## src/wdt_pkg.sv

```systemverilog
package wdt_pkg;

	// ****************************************************************
	// Register map (byte addresses on the APB bus)
	// ****************************************************************
	localparam int          ADDR_WIDTH      = 8;
	localparam int          DATA_WIDTH      = 32;
	localparam logic [7:0]  ADDR_CONTROL    = 8'h00;
	localparam logic [7:0]  ADDR_STATE      = 8'h04;
	localparam logic [7:0]  ADDR_COUNT      = 8'h08;
	localparam logic [7:0]  ADDR_IRQ_STATUS = 8'h0c;
	localparam logic [7:0]  ADDR_IRQ_CLEAR  = 8'h10;
	localparam logic [7:0]  ADDR_IRQ_ENABLE = 8'h14;

	// ****************************************************************
	// Control register fields
	// ****************************************************************
	localparam int          SOFT_EN_BIT     = 0;
	localparam int          PS_LSB          = 1;
	localparam int          PS_MSB          = 5;
	localparam int          PS_WIDTH        = 5;
	localparam logic [4:0]  PS_RESET        = 5'h0b;
	localparam logic [4:0]  PS_MAX          = 5'h12;
	localparam logic [4:0]  PS_BASE_EXP     = 5'h05;
	localparam logic        SOFT_EN_RESET   = 1'h0;

	// ****************************************************************
	// State register fields
	// ****************************************************************
	localparam int          ST_EXPIRY_N     = 0;
	localparam int          ST_SLEEP_N      = 1;
	localparam int          ST_ACTIVE       = 2;
	localparam int          ST_ASLEEP       = 3;

	// ****************************************************************
	// Interrupt events
	// ****************************************************************
	localparam int          EVT_RESET       = 0;
	localparam int          EVT_WAKE        = 1;
	localparam int          EVT_COUNT       = 2;

	// ****************************************************************
	// Configuration mode field encodings
	// ****************************************************************
	localparam logic [1:0]  MODE_OFF        = 2'h0;
	localparam logic [1:0]  MODE_SOFT       = 2'h1;
	localparam logic [1:0]  MODE_NO_SLEEP   = 2'h2;
	localparam logic [1:0]  MODE_ON         = 2'h3;

	// ****************************************************************
	// Timing
	// ****************************************************************
	localparam int          CLK_HZ          = 10_000_000;
	localparam int          OSC_HZ          = 31_000;
	localparam int          MIN_SAMPLES     = 4;
	localparam int          COUNT_WIDTH     = 23;

endpackage : wdt_pkg

```

## src/lf_tick_sync.sv

```systemverilog
`timescale 1ns/1ps

module lf_tick_sync
	import wdt_pkg::*;
(
	// Clock and reset
	input  wire logic i_clk,
	input  wire logic i_reset,
	// Oscillator level from outside the clock domain
	input  wire logic i_low_freq_oscillator,
	// One-cycle pulse per oscillator rising edge
	output logic      o_tick
);

	typedef struct packed {
		logic sync1;
		logic sync2;
		logic prev;
		logic tick;
	} sync_state_t;

	sync_state_t s_r;
	sync_state_t s_nxt;

	// ****************************************************************
	// Two-flop synchroniser and edge detect
	// ****************************************************************
	always_comb begin
		s_nxt       = s_r;
		s_nxt.sync1 = i_low_freq_oscillator;
		s_nxt.sync2 = s_r.sync1;
		s_nxt.prev  = s_r.sync2;
		s_nxt.tick  = s_r.sync2 & ~s_r.prev;
	end

	always_ff @(posedge i_clk or posedge i_reset) begin
		if (i_reset) begin
			s_r <= '0;
		end else begin
			s_r <= s_nxt;
		end
	end

	assign o_tick = s_r.tick;

endmodule // lf_tick_sync

```

## src/watchdog_timer.sv

```systemverilog
// The implementer's own choices: the address map and the APB slave port.
`timescale 1ns/1ps

// Operation
// - The period is selectable from a nominal 1 ms to 256 s and is two seconds after any reset.
// - Period field value n from 00000 to 10010 selects a prescale of 2^(n+5) oscillator ticks.
// - Period field values 10011 to 11111 fall back to the shortest 1:32 prescale.
// - Reset loads the period field with 01011, a 1:65536 prescale.
// - The count is cleared by reset, clear instruction, sleep entry, interrupt wake, oscillator fail, disable and start-up timer.
// - Sleep entry clears the count, which then keeps counting in sleep if the watchdog is enabled there.
// - Sleep exit clears the count again and holds it while the start-up timer runs.
// - A time-out in sleep wakes the device instead of resetting it and clears the expiry flag; the sleep flag keeps the low set at sleep entry.
// - Mode 00, or mode 01 with the soft enable low, holds the watchdog cleared and disabled.
// - Clock source switches and divider changes leave the count alone.
// - The soft enable bit matters only in mode 01, where 1 turns the watchdog on.
// - Control holds the period field in bits 5..1, the soft enable in bit 0, and reads zero in bits 7..6.
// - All intervals are counted in ticks of the dedicated low-frequency oscillator.
// - Mode 11 keeps the watchdog active at all times, sleep included.
// - Mode 10 keeps the watchdog active while awake and off in sleep.
// - A time-out while awake raises a system reset.

module watchdog_timer
	import wdt_pkg::*;
#(
	parameter int CLOCK_HZ   = CLK_HZ,
	parameter int OSC_RATE   = OSC_HZ,
	parameter int CNT_WIDTH  = COUNT_WIDTH
)(
	// Clock and reset
	input  wire logic                  i_clk,
	input  wire logic                  i_reset,
	// APB slave
	input  wire logic                  i_psel,
	input  wire logic                  i_penable,
	input  wire logic                  i_pwrite,
	input  wire logic [ADDR_WIDTH-1:0] i_paddr,
	input  wire logic [DATA_WIDTH-1:0] i_pwdata,
	output logic      [DATA_WIDTH-1:0] o_prdata,
	output logic                       o_pready,
	output logic                       o_pslverr,
	// Oscillator
	input  wire logic                  i_low_freq_oscillator,
	// Core side
	input  wire logic                  i_clear_instruction,
	input  wire logic                  i_sleep,
	input  wire logic                  i_wake_interrupt,
	input  wire logic                  i_osc_fail,
	input  wire logic                  i_startup_timer_running,
	input  wire logic [1:0]            i_config_mode_field,
	// Results
	output logic                       o_system_reset,
	output logic                       o_wake,
	output logic                       o_expiry_flag_n,
	output logic                       o_sleep_flag_n,
	output logic                       o_irq
);

	// ****************************************************************
	// Elaboration checks
	// ****************************************************************
	// The oscillator is sampled, so the bus clock must be several times faster.
	if (CLOCK_HZ < MIN_SAMPLES * OSC_RATE) begin : g_rate_check
		$error("Bus clock too slow to sample the oscillator.");
	end
	if (CNT_WIDTH < COUNT_WIDTH) begin : g_width_check
		$error("Counter too narrow for the longest period.");
	end

	// ****************************************************************
	// State
	// ****************************************************************
	typedef struct packed {
		logic [PS_WIDTH-1:0]   period_select;
		logic                  soft_enable;
		logic [CNT_WIDTH-1:0]  count;
		logic                  sleep_seen;
		logic                  expiry_flag_n;
		logic                  sleep_flag_n;
		logic                  system_reset;
		logic                  wake;
		logic [EVT_COUNT-1:0]  irq_status;
		logic [EVT_COUNT-1:0]  irq_enable;
		logic                  irq;
		logic                  pready;
		logic                  pslverr;
		logic [DATA_WIDTH-1:0] prdata;
	} wdt_state_t;

	localparam wdt_state_t RESET_STATE = '{
		period_select: PS_RESET,
		soft_enable:   SOFT_EN_RESET,
		count:         '0,
		sleep_seen:    1'b0,
		expiry_flag_n: 1'b1,
		sleep_flag_n:  1'b1,
		system_reset:  1'b0,
		wake:          1'b0,
		irq_status:    '0,
		irq_enable:    '0,
		irq:           1'b0,
		pready:        1'b0,
		pslverr:       1'b0,
		prdata:        '0
	};

	wdt_state_t s_r;
	wdt_state_t s_nxt;

	logic tick;

	// ****************************************************************
	// Oscillator tick
	// ****************************************************************
	// dedicated oscillator ticks
	lf_tick_sync u_tick (
		.i_clk                 (i_clk),
		.i_reset               (i_reset),
		.i_low_freq_oscillator (i_low_freq_oscillator),
		.o_tick                (tick)
	);

	// ****************************************************************
	// Period decode
	// ****************************************************************
	function automatic logic [CNT_WIDTH-1:0] terminal_count(input logic [PS_WIDTH-1:0] ps);
		logic [PS_WIDTH-1:0] expo;
		logic [CNT_WIDTH:0]  span;
		expo = (ps > PS_MAX) ? PS_BASE_EXP : PS_WIDTH'(ps + PS_BASE_EXP);
		span = (CNT_WIDTH+1)'(1) << expo;
		span = span - (CNT_WIDTH+1)'(1);
		return span[CNT_WIDTH-1:0];
	endfunction

	// ****************************************************************
	// Enable and clear decisions
	// ****************************************************************
	logic active;
	logic sleep_entry;
	logic sleep_exit;
	logic hold_clear;
	logic expire;

	always_comb begin
		unique case (i_config_mode_field)
			MODE_ON:       active = 1'b1;
			MODE_NO_SLEEP: active = ~i_sleep;
			MODE_SOFT:     active = s_r.soft_enable;
			MODE_OFF:      active = 1'b0;
		endcase
	end

	assign sleep_entry = i_sleep & ~s_r.sleep_seen;
	assign sleep_exit  = ~i_sleep & s_r.sleep_seen;

	// clear on exit, hold during start-up
	assign hold_clear = i_clear_instruction | sleep_entry | sleep_exit | i_wake_interrupt |
	                    i_osc_fail | ~active | i_startup_timer_running;

	assign expire = ~hold_clear & tick & (s_r.count == terminal_count(s_r.period_select));

	// ****************************************************************
	// APB decode
	// ****************************************************************
	logic                  setup;
	logic                  access;
	logic                  mapped;
	logic [DATA_WIDTH-1:0] rd_word;
	logic [DATA_WIDTH-1:0] status_word;

	assign setup  = i_psel & ~i_penable;
	assign access = i_psel & i_penable & s_r.pready;

	always_comb begin
		status_word              = '0;
		status_word[ST_EXPIRY_N] = s_r.expiry_flag_n;
		status_word[ST_SLEEP_N]  = s_r.sleep_flag_n;
		status_word[ST_ACTIVE]   = active;
		status_word[ST_ASLEEP]   = i_sleep;
	end

	always_comb begin
		mapped  = 1'b1;
		rd_word = '0;
		unique case (i_paddr)
			ADDR_CONTROL: begin
				rd_word[PS_MSB:PS_LSB] = s_r.period_select;
				rd_word[SOFT_EN_BIT]   = s_r.soft_enable;
			end
			ADDR_STATE: begin
				rd_word = status_word;
			end
			ADDR_COUNT: begin
				rd_word[CNT_WIDTH-1:0] = s_r.count;
			end
			ADDR_IRQ_STATUS: begin
				rd_word[EVT_COUNT-1:0] = s_r.irq_status;
			end
			ADDR_IRQ_ENABLE: begin
				rd_word[EVT_COUNT-1:0] = s_r.irq_enable;
			end
			ADDR_IRQ_CLEAR: begin
				rd_word = '0;
			end
			default: begin
				mapped = 1'b0;
			end
		endcase
	end

	// ****************************************************************
	// Next state
	// ****************************************************************
	logic [EVT_COUNT-1:0] evt;
	logic [EVT_COUNT-1:0] clr;

	always_comb begin
		s_nxt = s_r;

		s_nxt.sleep_seen = i_sleep;

		// Counter.
		if (hold_clear || expire) begin
			s_nxt.count = '0;
		end else if (tick) begin
			s_nxt.count = s_r.count + CNT_WIDTH'(1);
		end

		// Status flags follow the core's power-down conventions.
		if (i_clear_instruction) begin
			s_nxt.expiry_flag_n = 1'b1;
			s_nxt.sleep_flag_n  = 1'b1;
		end
		if (sleep_entry) begin
			s_nxt.expiry_flag_n = 1'b1;
			s_nxt.sleep_flag_n  = 1'b0;
		end
		if (expire) begin
			s_nxt.expiry_flag_n = 1'b0;
		end

		s_nxt.system_reset = expire & ~i_sleep;
		s_nxt.wake         = expire & i_sleep;

		// Interrupt events: a new event beats a clear in the same cycle.
		evt            = '0;
		evt[EVT_RESET] = expire & ~i_sleep;
		evt[EVT_WAKE]  = expire & i_sleep;
		clr            = '0;

		// Bus: answer one cycle after setup, so every access is two cycles.
		s_nxt.pready  = setup;
		s_nxt.pslverr = setup & ~mapped;
		s_nxt.prdata  = (setup && !i_pwrite) ? rd_word : '0;

		if (access && i_pwrite && !s_r.pslverr) begin
			unique case (i_paddr)
				ADDR_CONTROL: begin
					s_nxt.period_select = i_pwdata[PS_MSB:PS_LSB];
					s_nxt.soft_enable   = i_pwdata[SOFT_EN_BIT];
				end
				ADDR_IRQ_CLEAR: begin
					clr = i_pwdata[EVT_COUNT-1:0];
				end
				ADDR_IRQ_ENABLE: begin
					s_nxt.irq_enable = i_pwdata[EVT_COUNT-1:0];
				end
				default: begin
				end
			endcase
		end

		s_nxt.irq_status = (s_r.irq_status & ~clr) | evt;
		s_nxt.irq        = |(s_nxt.irq_status & s_nxt.irq_enable);
	end

	// ****************************************************************
	// Registers
	// ****************************************************************
	// defaults restored by reset
	always_ff @(posedge i_clk or posedge i_reset) begin
		if (i_reset) begin
			s_r <= RESET_STATE;
		end else begin
			s_r <= s_nxt;
		end
	end

	// ****************************************************************
	// Outputs
	// ****************************************************************
	assign o_prdata        = s_r.prdata;
	assign o_pready        = s_r.pready;
	assign o_pslverr       = s_r.pslverr;
	assign o_system_reset  = s_r.system_reset;
	assign o_wake          = s_r.wake;
	assign o_expiry_flag_n = s_r.expiry_flag_n;
	assign o_sleep_flag_n  = s_r.sleep_flag_n;
	assign o_irq           = s_r.irq;

endmodule // watchdog_timer

```

## config.mk

```make
export PLATFORM = sky130hd
export DESIGN_NAME = watchdog_timer
export DESIGN_NICKNAME = d
export VERILOG_FILES = /design/src/wdt_pkg.sv /design/src/lf_tick_sync.sv /design/src/watchdog_timer.sv
export SDC_FILE = /design/constraint.sdc
export NUM_CORES = 1
export LEC_CHECK = 0
export BUFFER_PORTS_ARGS = -buffer_cell sky130_fd_sc_hd__buf_2
export CAP_MARGIN = 15
export CORE_ASPECT_RATIO = 0.75
export CORE_MARGIN = 2
export CORE_UTILIZATION = 38
export DETAILED_ROUTE_END_ITERATION = 10
export MAX_ROUTING_LAYER = met4
export PLACE_DENSITY_LB_ADDON = 0.08
export SYNTH_ARGS = -nofsm -noshare
export SYNTH_HDL_FRONTEND = slang
export SYNTH_SLANG_ARGS = --single-unit
```

## constraint.sdc

```tcl
create_clock -name i_clk -period 4.6 [get_ports i_clk]
set_clock_uncertainty 0.2 [all_clocks]
set_input_delay 0.23 -clock i_clk [delete_from_list [all_inputs] [get_ports i_clk]]
set_output_delay 0.23 -clock i_clk [all_outputs]
set_load 0.02 [all_outputs]
```

==> results of run 1 <==
==> flip-flops by register name, indices dropped and copies added (netlist names) <==
signal / count
o_expiry_flag_n: 1
o_pslverr: 1
o_prdata: 23
u_tick.s_r: 1
u_tick.o_tick: 1
s_r: 34
o_sleep_flag_n: 1
o_irq: 1
o_pready: 1
o_system_reset: 1
u_tick.s_nxt: 2
o_wake: 1
==> layer usage <==
layer  GRT usage  vias up  share of wire
li1            -     1864              -
met5           -        -              0
met4      0.0505        0         0.0062
met1       0.316     1906           0.51
met3      0.0483        6          0.051
met2       0.284      100           0.43
==> per-stage QoR <==
step                      setup slack [ns]  power [uW]  utilization  hold WS [ns]
after global routing                0.0590        1430        0.459        0.0451
final                                0.285        1370        0.459        0.0253
after global placement               0.299         685        0.423         0.141
after floorplan                      0.383         665            -        0.0614
after CTS                            0.280        1390        0.457        0.0126
after detailed placement             0.318         686        0.423         0.140
==> kinds of logic (layout without fill, tap and decap cells) <==
| kind of cell | after synthesis | count (layout) |
|---|---|---|
| simple gates | 211 | 211 |
| compound gates | 85 | 85 |
| buf+inv | 71 | 125 |
| flops | 68 | 68 |
| xor+xnor | 38 | 38 |
| mux | 18 | 18 |
| fa+ha+maj | 4 | 4 |
| other cells | 1 | 9 |
==> power groups by stage <==
stage / Sequential (uW) / Clock (uW) / Combinational, uW
final: 607 / 688 / 74.9
after global routing: 607 / 738 / 83.5
after floorplan: 619 / 0 / 46.1
after CTS: 607 / 706 / 76.1
after global placement: 618 / 0 / 67.2
after detailed placement: 618 / 0 / 68.8
==> final cells by class <==
type / instances / area (um2)
sequential: 68 / 1710
clock inverter: 6 / 63.8
multi-input combinational: 365 / 2440
clock buffer: 10 / 229
fill: 1179 / 6290
inverter: 11 / 41.3
timing repair buffer: 98 / 636
tap: 162 / 203
==> critical path, delay by kind of cell (launching register included) <==
family / cells / cell delay [ns]
compound gates: 4 / 0.91
flops: 1 / 0.62
simple gates: 7 / 1.25
buf+inv: 5 / 0.74
fa+ha+maj: 2 / 0.44
==> layout by cell type (no fill, tap or decap), types with 7 or more instances in the layout <==
cell type | synthesis | routed
inv_1 | 11 | 10
o21ai_0 | 10 | 10
xor2_1 | 18 | 18
nand3_1 | 19 | 19
nor2_1 | 32 | 32
and2_1 | 19 | 19
buf_2 | 2 | 56
mux2i_1 | 11 | 11
nor2b_1 | 12 | 12
dlygate4sd3_1 | 0 | 11
clkbuf_16 | 0 | 9
a21oi_1 | 16 | 16
dfrtp_1 | 63 | 63
nand2b_1 | 7 | 7
buf_4 | 35 | 30
and3_1 | 15 | 15
xnor2_1 | 19 | 19
conb_1 | 1 | 9
nand4_1 | 9 | 9
nor3_1 | 37 | 37
nand2_1 | 30 | 30
==> worst min-delay path by stage <==
stage,start,end,slack [ns]
2_1_floorplan,i_sleep,s_r[43],0.06
3_3_place_gp,i_low_freq_oscillator,u_tick.s_nxt[2],0.14
3_5_place_dp,i_low_freq_oscillator,u_tick.s_nxt[2],0.14
4_1_cts,i_psel,o_pready,0.01
5_1_grt,i_psel,o_pready,0.05
6_report,i_psel,o_pready,0.03
==> timing repair <==
action | CTS | global route
gates resized for setup | 0 | 3
setup endpoints to repair | 0 | 23
endpoints found under the hold margin | 38 | 0
hold buffers | 11 | 0
==> impl_metrics.json, run 1 <==
{
  "synthTopCellsByArea": "dfrtp_1 (35%), buf_4 (5.8%), nor3_1 (4.1%)",
  "status": "finished clean",
  "critPathLaunch": "s_r[68]",
  "clock-root-buffer": "clkbuf_16",
  "port_buffers": 56,
  "switching_share": 0.231,
  "pwr-share-comb": 0.055,
  "min_period_over_period": 0.938,
  "synth-main-ff-cell": "dfrtp_1",
  "synth_edf_count": 0,
  "worstPathMaxFanout": 24,
  "share_seq_of_total_power": 0.443,
  "synth_xor_area_frac": 0.0751,
  "internal_power_uw": 1050,
  "crit_slowest_cell": "dfstp_2",
  "cp-start-kind": "register",
  "synth.most_common_cell": "dfrtp_1",
  "p_sw_uw": 317,
  "wl_per_cell_um": 17.5,
  "cts_num_sinks": 68,
  "rrSetupSlack_ns": 0.29,
  "gp_congestion": 0.880,
  "rsz0062_at_grt": "no",
  "path_common_cell": "buf_4",
  "fin_cells": 720,
  "grt_max_degree": 39,
  "synth_fa_ha_area_frac": 0.0110,
  "netlist_instances": 496,
  "remaining_drc_errors": 0,
  "synth_cell_types": 71,
  "worstPathRequired_ns": 4.60,
  "synth_seq_cells": 68,
  "clk_latency_ns": 0.33,
  "worst_pin_slew_ns": 0.692,
  "grt_pass1_vias": 3549,
  "critical_path_class": "reg2reg",
  "final_layout_size_suffix_gt1_frac": 0.237,
  "postCtsSetupRepairBufs": 0,
  "critPathMaxStageDelay_ns": 0.62,
  "powerDensity_nw_per_um2": 257,
  "drtPass1Iterations": 5,
  "syn_area_um2": 4530,
  "rows": 34,
  "synth-simple-area-share": 0.251,
  "finalHoldViolations": 0,
  "r2r_start": "s_r[68]",
  "yosys.area.top_type": "dfrtp_1",
  "die_h_um": 98.6,
  "hp-class": "in2reg",
  "synth_top_cell_area_share": 0.348,
  "numCtsBuffers": 9,
  "ys_seq_area_frac": 0.377,
  "grtUsageTotal": 0.211,
  "ir_worst_vdd_mv": 0.182,
  "muxShareOfSynthArea": 0.0466,
  "grt_overflow": 0,
  "finalSetupViolations": 0,
  "avgSynthCellArea_um2": 9.14,
  "grt_pass1_wl_um": 19900,
  "worstPathCellList": "inv_1 -> ha_1 -> nand2b_1 -> buf_4 -> a32oi_1 -> nor2b_1 -> nand3_1 -> ha_1 -> buf_4 -> and3_1 -> o211ai_2 -> a2111oi_2 -> o22ai_1 -> nor4_4 -> buf_4 -> and3_1 -> buf_12 -> nor3_1",
  "post-place-cells": 693,
  "viasPerCell": 5.38,
  "nets": 610,
  "synth_commonest_cells": "dfrtp_1 (63), nor3_1 (37), buf_4 (35)",
  "path_clk_slew_ns": 0.06,
  "antenna_cells": 0,
  "period_needed_ns": 4.31,
  "yosysWarnings": 0,
  "hold_depth": 3,
  "finalMaxSlewViolations": 0,
  "leakage_uw": 0.00234,
  "vias": 3876,
  "maxCapViolCount": 0,
  "antenna_found_initial": 0,
  "arrival_ns": 4.31,
  "rr_endpoint": "s_r[61]",
  "ant_nets": 0,
  "timing.reg2reg.worst_path_depth": 18,
  "cts_tree": "built",
  "synth_compound_area_frac": 0.144,
  "ioPinCount": 92,
  "clockBufferDepth": 2,
  "syn2layout_area_growth_pct": 17.4,
  "final_area_um2": 5330,
  "fmax_mhz": 232,
  "pwr-share-clk": 0.502,
  "wl_um": 12600,
  "synth_top_family_by_area": "simple AND/OR/NAND/NOR gates",
  "endpoint": "s_r[61]",
  "cp-end-kind": "register",
  "dpl_cell_area_um2": 4910,
  "die_w_um": 130,
  "dieArea_um2": 12800,
  "drt_iter0_markers": 349,
  "start_util": 0.390,
  "setup_tns_ns": 0,
  "post-dp-hpwl_um": 9520,
  "htree_levels": 3,
  "core_area_um2": 11600,
  "slew_headroom": 0.537,
  "async_reset_ff_frac": 1.00
}
Note: power is estimated with default switching activity, not from simulation.
==> run 2: changes to the inputs <==
- SYNTH_HIERARCHICAL: unset -> 1
==> impl_metrics.json, run 2 <==
{
  "synth_top_family_by_area": "simple AND/OR/NAND/NOR gates",
  "start_util": 0.390,
  "synthTopCellsByArea": "dfrtp_1 (33%), buf_4 (5.5%), nand2_1 (4.8%)",
  "p_sw_uw": 339,
  "largest_register_ff_count": 34,
  "core_area_um2": 12300,
  "fmax_mhz": 233,
  "seq_area_um2": 1710,
  "post-place-cells": 752,
  "numCtsBuffers": 9,
  "worst_pin_slew_ns": 0.809,
  "ir_worst_vdd_mv": 0.155,
  "rows": 35,
  "synth_edf_count": 0,
  "critical_path_class": "reg2reg",
  "synth_cell_types": 77,
  "synth_top_cell_area_share": 0.327,
  "clock-root-buffer": "clkbuf_16",
  "wl_per_cell_um": 18.2,
  "clk_latency_ns": 0.34,
  "share_seq_of_total_power": 0.434,
  "gp_congestion": 1.02,
  "synth_seq_cells": 68,
  "syn_area_um2": 4820,
  "finalHoldViolations": 0,
  "htree_levels": 3,
  "postCtsSetupRepairBufs": 0,
  "avgSynthCellArea_um2": 8.74,
  "dieArea_um2": 13600,
  "async_reset_ff_frac": 1.00,
  "grt_pass1_vias": 3785,
  "hp-class": "in2reg",
  "critPathMaxStageDelay_ns": 0.62,
  "port_buffers": 56,
  "drt_iter0_markers": 358,
  "synth-simple-area-share": 0.292,
  "yosysWarnings": 6,
  "fillers": 1227,
  "synth-main-ff-cell": "dfrtp_1",
  "leakage_uw": 0.00256,
  "crit_slowest_cell": "dfstp_2",
  "grt_pass1_wl_um": 22200,
  "remaining_drc_errors": 0,
  "clockBufferDepth": 2,
  "syn2layout_area_growth_pct": 17.1,
  "finalMaxSlewViolations": 0,
  "die_w_um": 134,
  "cp-end-kind": "register",
  "synth_xor_area_frac": 0.0670,
  "slew_headroom": 0.457,
  "status": "finished clean",
  "top_register": "s_r",
  "viasPerCell": 5.50,
  "vias": 4287,
  "period_needed_ns": 4.29,
  "dp_slack_ns": 0.378,
  "worstPathMaxFanout": 9,
  "fin_ws_ns": 0.307,
  "pwr-share-comb": 0.061,
  "pwr-share-clk": 0.505,
  "rsz0062_at_grt": "no",
  "grt_overflow": 0,
  "fin_cells": 779,
  "worstPathCellList": "ha_1 -> nand2b_1 -> a211oi_4 -> nor2_1 -> nand2_1 -> ha_1 -> nand2_1 -> or4_1 -> o211ai_1 -> nand4b_1 -> and4b_1 -> and4_1 -> buf_4 -> nor2_1",
  "ioPinCount": 92,
  "switching_share": 0.243,
  "setup_tns_ns": 0,
  "nets": 665,
  "drtPass1Iterations": 5,
  "finalSetupViolations": 0,
  "wl_um": 14200,
  "synth.most_common_cell": "dfrtp_1",
  "multiInputGateArea_um2": 2740,
  "arrival_ns": 4.32,
  "final_layout_size_suffix_gt1_frac": 0.228,
  "total_power_uw": 1400,
  "antenna_found_initial": 1,
  "internal_power_uw": 1060,
  "path_buf_inv": 1,
  "muxShareOfSynthArea": 0.0421,
  "netlist_instances": 551,
  "cts_tree": "built",
  "path_clk_slew_ns": 0.06,
  "cts_num_sinks": 68,
  "synth_fa_ha_area_frac": 0.0104,
  "post-dp-hpwl_um": 10700,
  "synth_commonest_cells": "dfrtp_1 (63), nand2_1 (61), nor2_1 (57)",
  "powerDensity_nw_per_um2": 247,
  "min_period_over_period": 0.933,
  "cp-start-kind": "register",
  "antenna_cells": 0,
  "maxCapViolCount": 0,
  "grt_max_degree": 65,
  "ys_seq_area_frac": 0.354,
  "ant_nets": 0,
  "mostFrequentLayoutCells": "dfrtp_1 (63), nand2_1 (61), nor2_1 (57)",
  "grtUsageTotal": 0.222,
  "worstPathRequired_ns": 4.63,
  "die_h_um": 102,
  "cp_top_family": "simple AND/OR/NAND/NOR gates",
  "layout_commonest_cell": "dfrtp_1",
  "synth_compound_area_frac": 0.149,
  "yosys.area.top_type": "dfrtp_1"
}
run 2: per-layer routing:
layer	track usage	wire, um	up-vias
met4	0.0599	248	0
met5	-	0	-
met1	0.351	7580	2073
met2	0.288	5580	143
met3	0.0330	786	25
li1	-	-	2046
run 2: cells by family after synthesis:
kind of cell	Yosys count
AOI/OAI and AO/OA	89
other	1
buffers and inverters	72
xor gates and xnor gates	36
DFF	68
muxes	17
adders and majority gates	4
and+or+nand+nor	264
run 2: repair_timing:
item                                   in CTS  in global routing
endpoints found under the hold margin      75                  0
hold buffers                               11                  0
resized for setup                           0                  1
setup endpoints to repair                   0                  1
run 2: cell type report:
cell class	count	share of cell area
multi-input cells	419	0.485
well taps	166	0.0368
flip-flops and latches	68	0.303
clock inverters	6	0.0113
inverters	11	0.00732
clock buffers	10	0.0406
repair buffers	99	0.116
run 2: per-stage QoR:
| stage | utilization | area (um2) | hold WS [ns] |
|---|---|---|---|
| global route | 0.457 | 5640 | 0.0413 |
| detailed placement | 0.424 | 5240 | -0.0678 |
| CTS | 0.457 | 5640 | 0.0000175 |
| finish | 0.457 | 5640 | 0.00205 |
| global placement | 0.424 | 5240 | -0.0753 |
| floorplan | - | 4850 | -0.204 |
run 2: worst paths after layout:
| path | slack (ns) | end | cells after the start | startpoint |
|---|---|---|---|---|
| hold reg to reg | 0.15 | u_tick/s_nxt[1] | 0 | u_tick/s_nxt[2] |
| setup reg to reg | 0.31 | s_r[44] | 14 | s_r[69] |
| setup / recovery | 0.31 | s_r[44] | 14 | s_r[69] |
| hold / removal | 0.002 | o_pready | 3 | i_psel |
| max in group asynchronous | 3.18 | s_r[43] | 4 | i_reset |
| min in group asynchronous | 0.13 | u_tick/s_r[1] | 3 | i_reset |
run 2: power by group through the flow:
stage               clock, uW  sequential, uW  combinational [uW]
floorplan                   0             618                51.7
global placement            0             617                78.7
detailed placement          0             617                78.7
CTS                       717             606                86.0
global route              745             606                94.8
finish                    705             606                85.5
run 2: tightest hold or removal path: stages:
cell and delay (ns):
buf_2 0.09, nand2b_1 0.11, inv_1 0.07
